File: src/eth_setup_regs.svh
// register offsets, field positions, reset values and timing counts
`ifndef ETH_SETUP_REGS_SVH
`define ETH_SETUP_REGS_SVH

// register offsets (byte addresses, one aligned word each)
`define OFS_MODE_CTRL 8'h00
`define OFS_SOFT_RESET 8'h04
`define OFS_KRST_REQ 8'h08
`define OFS_KRST_CLR 8'h0C
`define OFS_DMA_DEBUG 8'h10
`define OFS_RXQ_DEBUG 8'h14
`define OFS_TXQ_DEBUG 8'h18
`define OFS_SETUP_STATUS 8'h1C
`define OFS_ADDR_HIGH 8'h20
`define OFS_ADDR_LOW 8'h24

// field positions
`define BIT_MODE_SEL 0
`define BIT_SOFT_RESET 0
`define BIT_KRST_REQ 0
`define BIT_RST_STATUS 1
`define BIT_STATUS_CLEAR 0
`define BIT_FILL_SETTLED 0
`define BIT_DMA_HALTED 1
`define BIT_ADDR_BUSY 2
`define BIT_LAST_SEGMENT 28
`define FILL_STATE_LSB 4
`define FILL_STATE_MSB 5

// reset values
`define RST_MODE_SEL 1'h0
`define RST_ADDR_HIGH 16'hFFFF
`define RST_ADDR_LOW 32'hFFFFFFFF

// timing: clock period in ps, settle and reset durations
`define CLK_PERIOD_PS 4000
`define FILL_SETTLE_CYCLES 70
`define SOFT_RESET_CYCLES 3
`define KERNEL_RESET_CYCLES 3

`endif

File: src/eth_setup_pkg.sv
// types shared by the reset and address setup logic
package eth_setup_pkg;

    // reset sequencer states
    typedef enum logic [1:0] {
        RST_IDLE = 2'h0,
        RST_SOFT = 2'h1,
        RST_KERNEL = 2'h2
    } reset_state_t;

    // interface mode select encodings
    typedef enum logic {
        MODE_MII = 1'h0,
        MODE_RMII = 1'h1
    } iface_mode_t;

endpackage : eth_setup_pkg

File: src/addr_sync_if.sv
// carrier between the setup controller and the station address transfer unit
`timescale 1ns/1ps
`default_nettype none

interface addr_sync_if;
    logic load;
    logic clear;
    logic [15:0] high_word;
    logic [31:0] low_word;
    logic [47:0] station_address;
    logic busy;

    modport ctrl (output load, output clear, output high_word, output low_word,
                  input station_address, input busy);
    modport unit (input load, input clear, input high_word, input low_word,
                  output station_address, output busy);
endinterface : addr_sync_if

`default_nettype wire

File: src/station_addr_sync.sv
// two-stage transfer of the station address into the receive filter side
`timescale 1ns/1ps
`default_nettype none
`include "eth_setup_regs.svh"

module station_addr_sync (
    // clock and reset
    input wire logic clk,
    input wire logic srst,
    // controller side
    addr_sync_if.unit sync
);

    logic [1:0] stage;
    logic [47:0] captured;

    // capture both words on the trigger, then walk two stages before use
    always_ff @(posedge clk) begin
        if (srst || sync.clear) begin
            stage <= 2'h0;
            captured <= {`RST_ADDR_HIGH, `RST_ADDR_LOW};
        end else begin
            if (sync.load) begin
                captured <= {sync.high_word, sync.low_word};
            end
            stage <= {stage[0], sync.load};
        end
    end

    // filter address changes only after the second stage, never half-written
    always_ff @(posedge clk) begin
        if (srst || sync.clear) begin
            sync.station_address <= {`RST_ADDR_HIGH, `RST_ADDR_LOW};
        end else if (stage[1]) begin
            sync.station_address <= captured;
        end
    end

    assign sync.busy = |stage;

endmodule : station_addr_sync

`default_nettype wire

File: src/eth_reset_setup.sv
// reset preparation, soft and kernel reset, descriptor check, station address setup
//
// Overview of operation
// - queue fill state needs 70 cycles after reset before a reading is final.
// - kernel reset request and clear registers take writes only supervisor, unlocked.
// - kernel request write resets and sets status flag; clear bit write clears it.
// - soft reset bit starts module reset and clears itself within four cycles.
// - last-segment descriptor with a zero buffer length halts transmit and receive DMA.
// - station address moves through two stages, triggered by the low word write.
// - a wrong station address transfer would misfilter and lose received packets.
`timescale 1ns/1ps
`default_nettype none
`include "eth_setup_regs.svh"

module eth_reset_setup (
    // clock and reset
    input wire logic clk,
    input wire logic srst,
    // register port
    input wire logic [7:0] reg_addr,
    input wire logic [31:0] reg_wdata,
    input wire logic reg_write,
    input wire logic reg_read,
    output logic [31:0] reg_rdata,
    // access privilege of the current write
    input wire logic supervisor_mode,
    input wire logic init_lock_active,
    // state reported by the DMA and queue logic
    input wire logic [3:0] rx_process_state,
    input wire logic [3:0] tx_process_state,
    input wire logic [31:0] rx_queue_debug,
    input wire logic [31:0] tx_queue_debug,
    // transmit descriptors as fetched by the DMA
    input wire logic desc_valid,
    input wire logic [31:0] tx_descriptor_word2,
    input wire logic [31:0] tx_descriptor_word3,
    // controls to the rest of the MAC
    output logic module_reset,
    output logic interface_mode_select,
    output logic dma_halted,
    output logic [47:0] station_address
);

    localparam int SETTLE_W = $clog2(`FILL_SETTLE_CYCLES + 1);

    eth_setup_pkg::reset_state_t state;
    eth_setup_pkg::reset_state_t next_state;
    logic [1:0] rst_count;
    logic soft_reset_request;
    logic reset_status_flag;
    logic [15:0] addr_high;
    logic [31:0] addr_low;
    logic [SETTLE_W-1:0] settle_count;
    logic fill_settled;
    logic privileged;
    logic wr_mode;
    logic wr_soft;
    logic wr_krst;
    logic wr_kclr;
    logic wr_high;
    logic wr_low;
    logic desc_bad;
    logic internal_clear;
    logic [31:0] rx_debug_view;
    logic [31:0] next_rdata;

    addr_sync_if sync ();

    // write decode; privileged registers ignore anything else silently
    assign privileged = supervisor_mode && !init_lock_active;
    assign wr_mode = reg_write && (reg_addr == `OFS_MODE_CTRL);
    assign wr_soft = reg_write && (reg_addr == `OFS_SOFT_RESET)
                     && reg_wdata[`BIT_SOFT_RESET];
    assign wr_krst = reg_write && (reg_addr == `OFS_KRST_REQ) && privileged
                     && reg_wdata[`BIT_KRST_REQ];
    assign wr_kclr = reg_write && (reg_addr == `OFS_KRST_CLR) && privileged
                     && reg_wdata[`BIT_STATUS_CLEAR];
    assign wr_high = reg_write && (reg_addr == `OFS_ADDR_HIGH);
    assign wr_low = reg_write && (reg_addr == `OFS_ADDR_LOW);

    // zero length on either buffer with last segment set is fatal to the DMA
    assign desc_bad = desc_valid && tx_descriptor_word3[`BIT_LAST_SEGMENT]
                      && ((tx_descriptor_word2[13:0] == 14'h0000)
                          || (tx_descriptor_word2[29:16] == 14'h0000));

    // internal state is cleared while the sequencer holds the module in reset
    assign internal_clear = (state != eth_setup_pkg::RST_IDLE);

    // reset sequencer: kernel reset takes priority over a soft reset
    always_comb begin
        next_state = state;
        unique case (state)
            eth_setup_pkg::RST_IDLE: begin
                if (wr_krst) begin
                    next_state = eth_setup_pkg::RST_KERNEL;
                end else if (wr_soft) begin
                    next_state = eth_setup_pkg::RST_SOFT;
                end
            end
            eth_setup_pkg::RST_SOFT: begin
                if (rst_count == 2'h0) begin
                    next_state = eth_setup_pkg::RST_IDLE;
                end
            end
            eth_setup_pkg::RST_KERNEL: begin
                if (rst_count == 2'h0) begin
                    next_state = eth_setup_pkg::RST_IDLE;
                end
            end
            default: next_state = eth_setup_pkg::RST_IDLE;
        endcase
    end

    // sequencer state and its duration count
    always_ff @(posedge clk) begin
        if (srst) begin
            state <= eth_setup_pkg::RST_IDLE;
            rst_count <= 2'h0;
        end else begin
            state <= next_state;
            if (state == eth_setup_pkg::RST_IDLE) begin
                rst_count <= wr_krst ? 2'(`KERNEL_RESET_CYCLES - 1)
                                     : 2'(`SOFT_RESET_CYCLES - 1);
            end else if (rst_count != 2'h0) begin
                rst_count <= rst_count - 2'h1;
            end
        end
    end

    // soft reset bit reads one until the reset has run, then clears itself
    always_ff @(posedge clk) begin
        if (srst) begin
            soft_reset_request <= 1'h0;
        end else if (state == eth_setup_pkg::RST_IDLE) begin
            soft_reset_request <= wr_soft && !wr_krst;
        end else if (next_state == eth_setup_pkg::RST_IDLE) begin
            soft_reset_request <= 1'h0;
        end
    end

    // module reset pulse train to DMA, queues and MAC
    always_ff @(posedge clk) begin
        if (srst) begin
            module_reset <= 1'h1;
        end else begin
            module_reset <= (next_state != eth_setup_pkg::RST_IDLE);
        end
    end

    // reset status: request sets it, clear bit clears it, set wins a tie
    always_ff @(posedge clk) begin
        if (srst) begin
            reset_status_flag <= 1'h0;
        end else if (wr_krst) begin
            reset_status_flag <= 1'h1;
        end else if (wr_kclr) begin
            reset_status_flag <= 1'h0;
        end
    end

    // mode select survives the soft reset; only a kernel reset or srst restores it
    always_ff @(posedge clk) begin
        if (srst || state == eth_setup_pkg::RST_KERNEL) begin
            interface_mode_select <= `RST_MODE_SEL;
        end else if (wr_mode) begin
            interface_mode_select <= reg_wdata[`BIT_MODE_SEL];
        end
    end

    // address words; low word write triggers the transfer of both
    always_ff @(posedge clk) begin
        if (srst || internal_clear) begin
            addr_high <= `RST_ADDR_HIGH;
            addr_low <= `RST_ADDR_LOW;
        end else begin
            if (wr_high) begin
                addr_high <= reg_wdata[15:0];
            end
            if (wr_low) begin
                addr_low <= reg_wdata;
            end
        end
    end

    // one cycle after the low write both words are stable for capture
    always_ff @(posedge clk) begin
        if (srst || internal_clear) begin
            sync.load <= 1'h0;
        end else begin
            sync.load <= wr_low;
        end
    end

    assign sync.clear = internal_clear;
    assign sync.high_word = addr_high;
    assign sync.low_word = addr_low;

    station_addr_sync u_addr_sync (
        .clk(clk),
        .srst(srst),
        .sync(sync)
    );

    // registered copy to keep the output straight from a flip-flop
    always_ff @(posedge clk) begin
        if (srst) begin
            station_address <= {`RST_ADDR_HIGH, `RST_ADDR_LOW};
        end else begin
            station_address <= sync.station_address;
        end
    end

    // halt is sticky until a reset of either kind; the DMA stays stopped
    always_ff @(posedge clk) begin
        if (srst || internal_clear) begin
            dma_halted <= 1'h0;
        end else if (desc_bad) begin
            dma_halted <= 1'h1;
        end
    end

    // fill state is unreliable for a while after any reset
    always_ff @(posedge clk) begin
        if (srst || internal_clear) begin
            settle_count <= SETTLE_W'(`FILL_SETTLE_CYCLES);
        end else if (settle_count != '0) begin
            settle_count <= settle_count - SETTLE_W'(1);
        end
    end

    assign fill_settled = (settle_count == '0);

    // fill state field hidden until settled, so early reads never show a stale nonzero
    always_comb begin
        rx_debug_view = rx_queue_debug;
        if (!fill_settled) begin
            rx_debug_view[`FILL_STATE_MSB:`FILL_STATE_LSB] = 2'h0;
        end
    end

    // read mux; unmapped addresses read zero
    always_comb begin
        next_rdata = 32'h00000000;
        unique case (reg_addr)
            `OFS_MODE_CTRL: next_rdata[`BIT_MODE_SEL] = interface_mode_select;
            `OFS_SOFT_RESET: next_rdata[`BIT_SOFT_RESET] = soft_reset_request;
            `OFS_KRST_REQ: next_rdata[`BIT_RST_STATUS] = reset_status_flag;
            `OFS_DMA_DEBUG: next_rdata[7:0] = {tx_process_state, rx_process_state};
            `OFS_RXQ_DEBUG: next_rdata = rx_debug_view;
            `OFS_TXQ_DEBUG: next_rdata = tx_queue_debug;
            `OFS_SETUP_STATUS: begin
                next_rdata[`BIT_FILL_SETTLED] = fill_settled;
                next_rdata[`BIT_DMA_HALTED] = dma_halted;
                next_rdata[`BIT_ADDR_BUSY] = sync.busy;
            end
            `OFS_ADDR_HIGH: next_rdata[15:0] = addr_high;
            `OFS_ADDR_LOW: next_rdata = addr_low;
            default: next_rdata = 32'h00000000;
        endcase
    end

    // read data stand only in the cycle after the strobe
    always_ff @(posedge clk) begin
        if (srst) begin
            reg_rdata <= 32'h00000000;
        end else if (reg_read) begin
            reg_rdata <= next_rdata;
        end else begin
            reg_rdata <= 32'h00000000;
        end
    end

endmodule : eth_reset_setup

`default_nettype wire

File: config.mk
export PLATFORM = sky130hd
export DESIGN_NAME = eth_reset_setup
export DESIGN_NICKNAME = d
export VERILOG_FILES = /design/src/eth_setup_pkg.sv /design/src/addr_sync_if.sv /design/src/station_addr_sync.sv /design/src/eth_reset_setup.sv
export VERILOG_INCLUDE_DIRS = /design/src
export SDC_FILE = /design/constraint.sdc
export NUM_CORES = 1
export LEC_CHECK = 0
export ABC_AREA = 1
export BUFFER_PORTS_ARGS = -buffer_cell sky130_fd_sc_hd__buf_2
export CORE_MARGIN = 2
export CORE_UTILIZATION = 46
export DETAILED_ROUTE_END_ITERATION = 8
export GPL_ROUTABILITY_DRIVEN = 0
export PLACE_DENSITY = 0.78
export SLEW_MARGIN = 20
export SYNTH_ARGS = -nofsm -noshare
export SYNTH_HDL_FRONTEND = slang
export SYNTH_SLANG_ARGS = --single-unit
File: constraint.sdc
create_clock -name clk -period 1.7 [get_ports clk]
set_input_delay 0.255 -clock clk [delete_from_list [all_inputs] [get_ports clk]]
set_output_delay 0.255 -clock clk [all_outputs]
set_load 0.01 [all_outputs]
# --- Yosys cells after proc, flatten, opt, wreduce, memory -nomap -nowiden ---
# Cells that the tools add are included.
totals:
  regBits: 243
  in_bits: 183
  out_inout_bits: 83
op_classes:
  n_addsub: 2
  n_eq_ne: 11
  mux: 17
  bitwise: 1
  reduce_logical: 38
op_table:
  columns: ["cell", "count"]
  rows:
  - ["case mux 16 bit (3 select lines)", 1]
  - ["equality test 8 x 5 -> 1 bit, second input constant", 4]
  - ["case mux 8 bit (4 select lines)", 1]
  - ["logical NOT 14 bit", 2]
  - ["case mux 5 bit (5 select lines)", 1]
  - ["equality test 8 x 4 -> 1 bit, second input constant", 2]
  - ["equality test 8 x 6 -> 1 bit, second input constant", 2]
  - ["logical AND 1 bit", 15]
  - ["two-way mux 2 bit", 6]
  - ["nonzero test 2 bit", 6]
  - ["equality test 8 x 3 -> 1 bit, second input constant", 1]
  - ["logical NOT 8 bit", 1]
  - ["case mux 1 bit (8 select lines)", 1]
  - ["OR reduction 2 bit", 4]
  - ["logical NOT 7 bit", 1]
  - ["case mux 1 bit (7 select lines)", 1]
  - ["nonzero test 7 bit", 1]
  - ["subtractor 7 x 1 -> 7 bit, second input constant", 1]
  - ["logical NOT 2 bit", 3]
  - ["case mux 1 bit (6 select lines)", 1]
  - ["two-way mux 1 bit", 4]
  - ["case mux 2 bit (2 select lines)", 1]
  - ["logical OR 1 bit", 3]
  - ["equality test 2 x 1 -> 1 bit, second input constant", 1]
  - ["other kinds (4)", 5]

# --- Logic depth before layout (Yosys ltp) ---
depth:
  ltp_word: 9
  ltp_mapped: 12
  depth_no_buf: 12

# --- Cells and area by module ---
# From an unflattened synthesis, not the netlist that was laid out.
unflattened:
  hier_cells: 1126
  hier_area_um2: 8919.8
modules_own_cells:
  columns: ["module", "instances", "cells_per_inst", "area_each_um2", "seq_area_each_um2"]
  rows:
  - ["eth_reset_setup", 1, 702, 5549.1, 2902.8]
  - ["station_addr_sync", 1, 424, 3370.7, 1961.9]

# --- Worst setup path before layout ---
# No wires, ideal clock.
synth_timing:
  path_type: "register to register"
  from: "register state[0]"
  to: "register u_addr_sync.sync.station_address[34]"
  setup_ps: 129
  arrival_ps: 1427
  t_required_ps: 1571
  slack_ps: 144
  stages_incl_launch_ff: 10
  cell_sequence: "dfxtp_1 -> inv_1 -> ha_1 -> inv_1 -> nor2_2 -> inv_1 -> buf_2 -> buf_2 -> a21oi_1 -> o21ai_0"
synth_via:
  elab_chain_cells: 2
synth_rtl:
  columns: ["element", "line_no", "source"]
  rows:
  - ["start, declared", "eth_reset_setup.sv:46", "eth_setup_pkg::reset_state_t state;"]
  - ["start signal, assigned", "eth_reset_setup.sv:117", "state <= eth_setup_pkg::RST_IDLE;"]
  - ["start signal, assigned", "eth_reset_setup.sv:120", "state <= next_state;"]
  - ["nonzero test 2 bit", "eth_reset_setup.sv:87", "assign internal_clear = (state != eth_setup_pkg::RST_IDLE);"]
  - ["logical OR 1 bit", "station_addr_sync.sv:32", "if (srst || sync.clear) begin"]
  - ["end signal, assigned", "station_addr_sync.sv:33", "sync.station_address <= {`RST_ADDR_HIGH, `RST_ADDR_LOW};"]
  - ["end signal, assigned", "station_addr_sync.sv:35", "sync.station_address <= captured;"]
  - ["end, declared", "addr_sync_if.sv:16", "output station_address, output busy);"]
# Every way passes these cells.
# A chain may end at the register's enable or synchronous reset.

# --- Final worst setup path ---
layout_timing:
  from: "register settle_count[2]"
  to: "register reg_rdata[0]"
layout_via:
  elab_chain_cells: 2
layout_rtl:
  columns: ["element", "line_no", "source"]
  rows:
  - ["start, declared", "eth_reset_setup.sv:53", "logic [SETTLE_W-1:0] settle_count;"]
  - ["start signal, assigned", "eth_reset_setup.sv:225", "settle_count <= SETTLE_W'(`FILL_SETTLE_CYCLES);"]
  - ["start signal, assigned", "eth_reset_setup.sv:227", "settle_count <= settle_count - SETTLE_W'(1);"]
  - ["logical NOT 7 bit", "eth_reset_setup.sv:231", "assign fill_settled = (settle_count == '0);"]
  - ["case mux 1 bit (8 select lines)", "eth_reset_setup.sv:244", "unique case (reg_addr)"]
  - ["end signal, assigned", "eth_reset_setup.sv:267", "reg_rdata <= next_rdata;"]
  - ["end, declared", "eth_reset_setup.sv:24", "output logic [31:0] reg_rdata,"]
# Every way passes these cells.

==> metrics.txt <==
syn nets=around 1300; Max Slew Vio Count=0; first-pass GRT wire length=40.37 mm; final hold viol count=0; fill count=around 1600; Num Clock Sinks=about 240; drt drc=0; post-DR wirelength/cell=15.50 um; initial antenna violation count=1; Cell Chain, Critical Path=nor2_1 -> nor3b_1 -> nand3b_1 -> o21ai_0 -> nor2_1 -> a31oi_1; DR iter-0 viols=749; Worst VDD drop=0.7200 mV; Final setup viols=0; CP Launch Type=flop; Core Util, Final=0.6234; post-CTS repair timing setup buffer count=0; share of cells above drive strength 1=0.2457; nets=approximately 1600; clock skew=around 0.013 ns; Ports=roughly 270; dominant cells by area after synthesis=dfxtp_1 (56%), nand2_1 (18%), nand3_1 (7.2%), a21oi_1 (2.6%), inv_1 (2.5%); total core area=around 0.019 mm^2; dominant synthesized flop cell=dfxtp_1; CTS root buffer=clkbuf_16; PwrDens=between 1000 and 1500 mW/mm^2; Die Y-Extent=between 100 and 150 um; Fin Hold WS=between 0.008 and 0.009 ns; largest net degree at the start of global routing=~120; Starting Density=0.4663; largest stage delay on the critical path=about 0.34 ns; R2R Path End=reg_rdata[0]; Layout area overhead=33.68%; drt total wl=between 20 and 30 mm; Max-slew headroom=0.5825; Yosys warning total=0; fin crit period=1.581 ns; FFs w/ async S/R, synth=0; Worst path slowest cell=dfxtp_1; most used cell, CP=nor2_1; status=finished clean; Synth cell types=35; worst reg2reg path startpoint=settle_count[2]; GRT overflow=0; CP top delay family=simple AND/OR/NAND/NOR gates; Total Routing Usage GR=0.2486; worst min path class=input port to flop; Placed Cells=about 1500; EDFF count, synth=0; CTS clk-pin slew, worst paths=around 0.060 ns; placed cell area=0.01021 mm^2; R2R depth=6; DR vias/cell=5.084; Crit. End Element=flop; largest fanout on the critical path=4; critical path depth=6; Mapped Avg Cell Area=~8 um^2; Row Count=50; H-tree levels=1; routed via count=between 8000 and 9000; min-delay src=tx_queue_debug[17]; die area=around 0.020 mm^2; share of the yosys chip area belonging to registers=0.5596; DR pass1 iterations=6; most frequent cell after synthesis=nand2_1; Post-Syn Area=approximately 0.0087 mm^2; HPWL Detailed=approximately 17 mm; die width=141.5 um; Synth top area share=0.5596; critical path class=flop to flop; share of the clock period used by the worst path=0.9300; Synth top cells by count=nand2_1 (409), dfxtp_1 (243), nand3_1 (125); Min-Delay Path Depth=3; Worst Hold End=reg_rdata[17]; Post-Place Setup Slack=between 0.07 and 0.08 ns; Final TNS setup=0 ns; RSZ-0062 raised after global routing=no; vias in the first global route=7906; clk_lat worst skew=~0.51 ns; Final WS setup=~0.12 ns; CTS Buf Count=24; Worst Path Required=between 2 and 2.5 ns; Achievable Freq=632.5 MHz; clk buf depth=3; antenna-violating nets left=0; Power Total=about 12 mW; actual slew at the worst max-slew pin=0.6254 ns; Syn Inst Count=1100; Final Cell Area=approximately 0.012 mm^2; Max-cap violations=0; Synth Register Bits=243; reg2reg setup slack=around 0.12 ns; Crit path buffers/inverters=0; I/O Buffers=230; CP Data Arrival Time=roughly 2.0 ns; leakage power=between 5 and 6 nW; post-synth top area cell=dfxtp_1; CTS tree=built; Finished Layout Cells=1631
layout make-up:
cell class / count / area (um^2) / area share
clock buffers: 35 / 711.9 / 0.06126
repair buffers: 312 / 2003 / 0.1724
clock inverters: 9 / 162.7 / 0.01400
well taps: 234 / 292.8 / 0.02519
inverters: 69 / 259.0 / 0.02229
flip-flops and latches: 243 / 4867 / 0.4188
multi-input cells: 728 / 3322 / 0.2859
diodes: 1 / 2.502 / 0.0002153
cells by family (layout without fill, tap and decap cells):
kind of cell / Yosys count / after routing / synth area share
adder cells (fa/ha/maj): 5 / 5 / 0.007196
XOR/XNOR: 2 / 2 / 0.002015
AO/OA/AOI/OAI: 121 / 121 / 0.07916
buffers and inverters: 129 / 425 / 0.06059
other: 0 / 1 / 0
AND/OR/NAND/NOR: 600 / 600 / 0.2914
flip-flops: 243 / 243 / 0.5596
worst max path at each step:
stage               startpoint                                    to  slack [ns]
5_1_grt               state[0]                       settle_count[3]       0.002
4_1_cts               state[0]                       settle_count[0]        0.08
2_1_floorplan         state[0]  u_addr_sync.sync.station_address[34]        0.14
3_5_place_dp       reg_addr[1]                          addr_low[29]        0.07
3_3_place_gp       reg_addr[6]                          addr_low[28]        0.12
6_report       settle_count[2]                          reg_rdata[0]        0.12
cell usage in the layout, fill, tap and decap left out, types with 2 or more instances in the layout:
master and n:
nand2_1 409, dfxtp_1 241, buf_2 230, nand3_1 125, inv_1 58, dlygate4sd3_1 51, a21oi_1 45, o21ai_0 36
clkbuf_16 25, nor2_1 24, buf_4 22, a31oi_1 20, or2_2 19, inv_2 9, a41oi_1 8, clkbuf_8 7
buf_12 7, nor4_1 6, ha_1 5, nor2_4 4, nand4_1 4, bufinv_16 4, clkbuf_1 4, o21ai_2 3
nand3b_1 2, o31ai_1 2, nand2_2 2, clkinv_1 2, o211ai_1 2, o21ai_1 2, clkinv_2 2, dfxtp_2 2
flip-flops by register name (all words and copies together) (netlist names), 2 cells and up:
name,flops
addr_high,16
addr_low,32
reg_rdata,32
rst_count,2
settle_count,7
state,2
station_address,48
u_addr_sync.captured,48
u_addr_sync.stage,2
u_addr_sync.sync.station_address,48
worst reg2reg max path, stage by stage (launching register included):
cell and delay [ns]:
dfxtp_1 0.34, nor2_1 0.18, nor3b_1 0.27, nand3b_1 0.17, o21ai_0 0.22, nor2_1 0.07, a31oi_1 0.24
per-layer routing:
metal	vias up	wire length [um]	GRT usage
met5	-	0	0
met4	0	746	0.07368
met3	63	1721	0.04387
met2	334	12020	0.4116
met1	3807	10790	0.3345
li1	4088	-	-
timing repair:
item	4_1_cts	5_1_grt
resized for setup	0	8
endpoints found under the setup margin	0	7
endpoints found under the hold margin	59	0
hold buffers	51	0
power by group:
part | internal (mW) | switching [mW]
clock | 3.52 | 2.19
sequential | 5.71 | 0.0155
combinational | 0.259 | 0.255
total | 9.50 | 2.46
No activity file was read; power rests on OpenSTA's default activity.
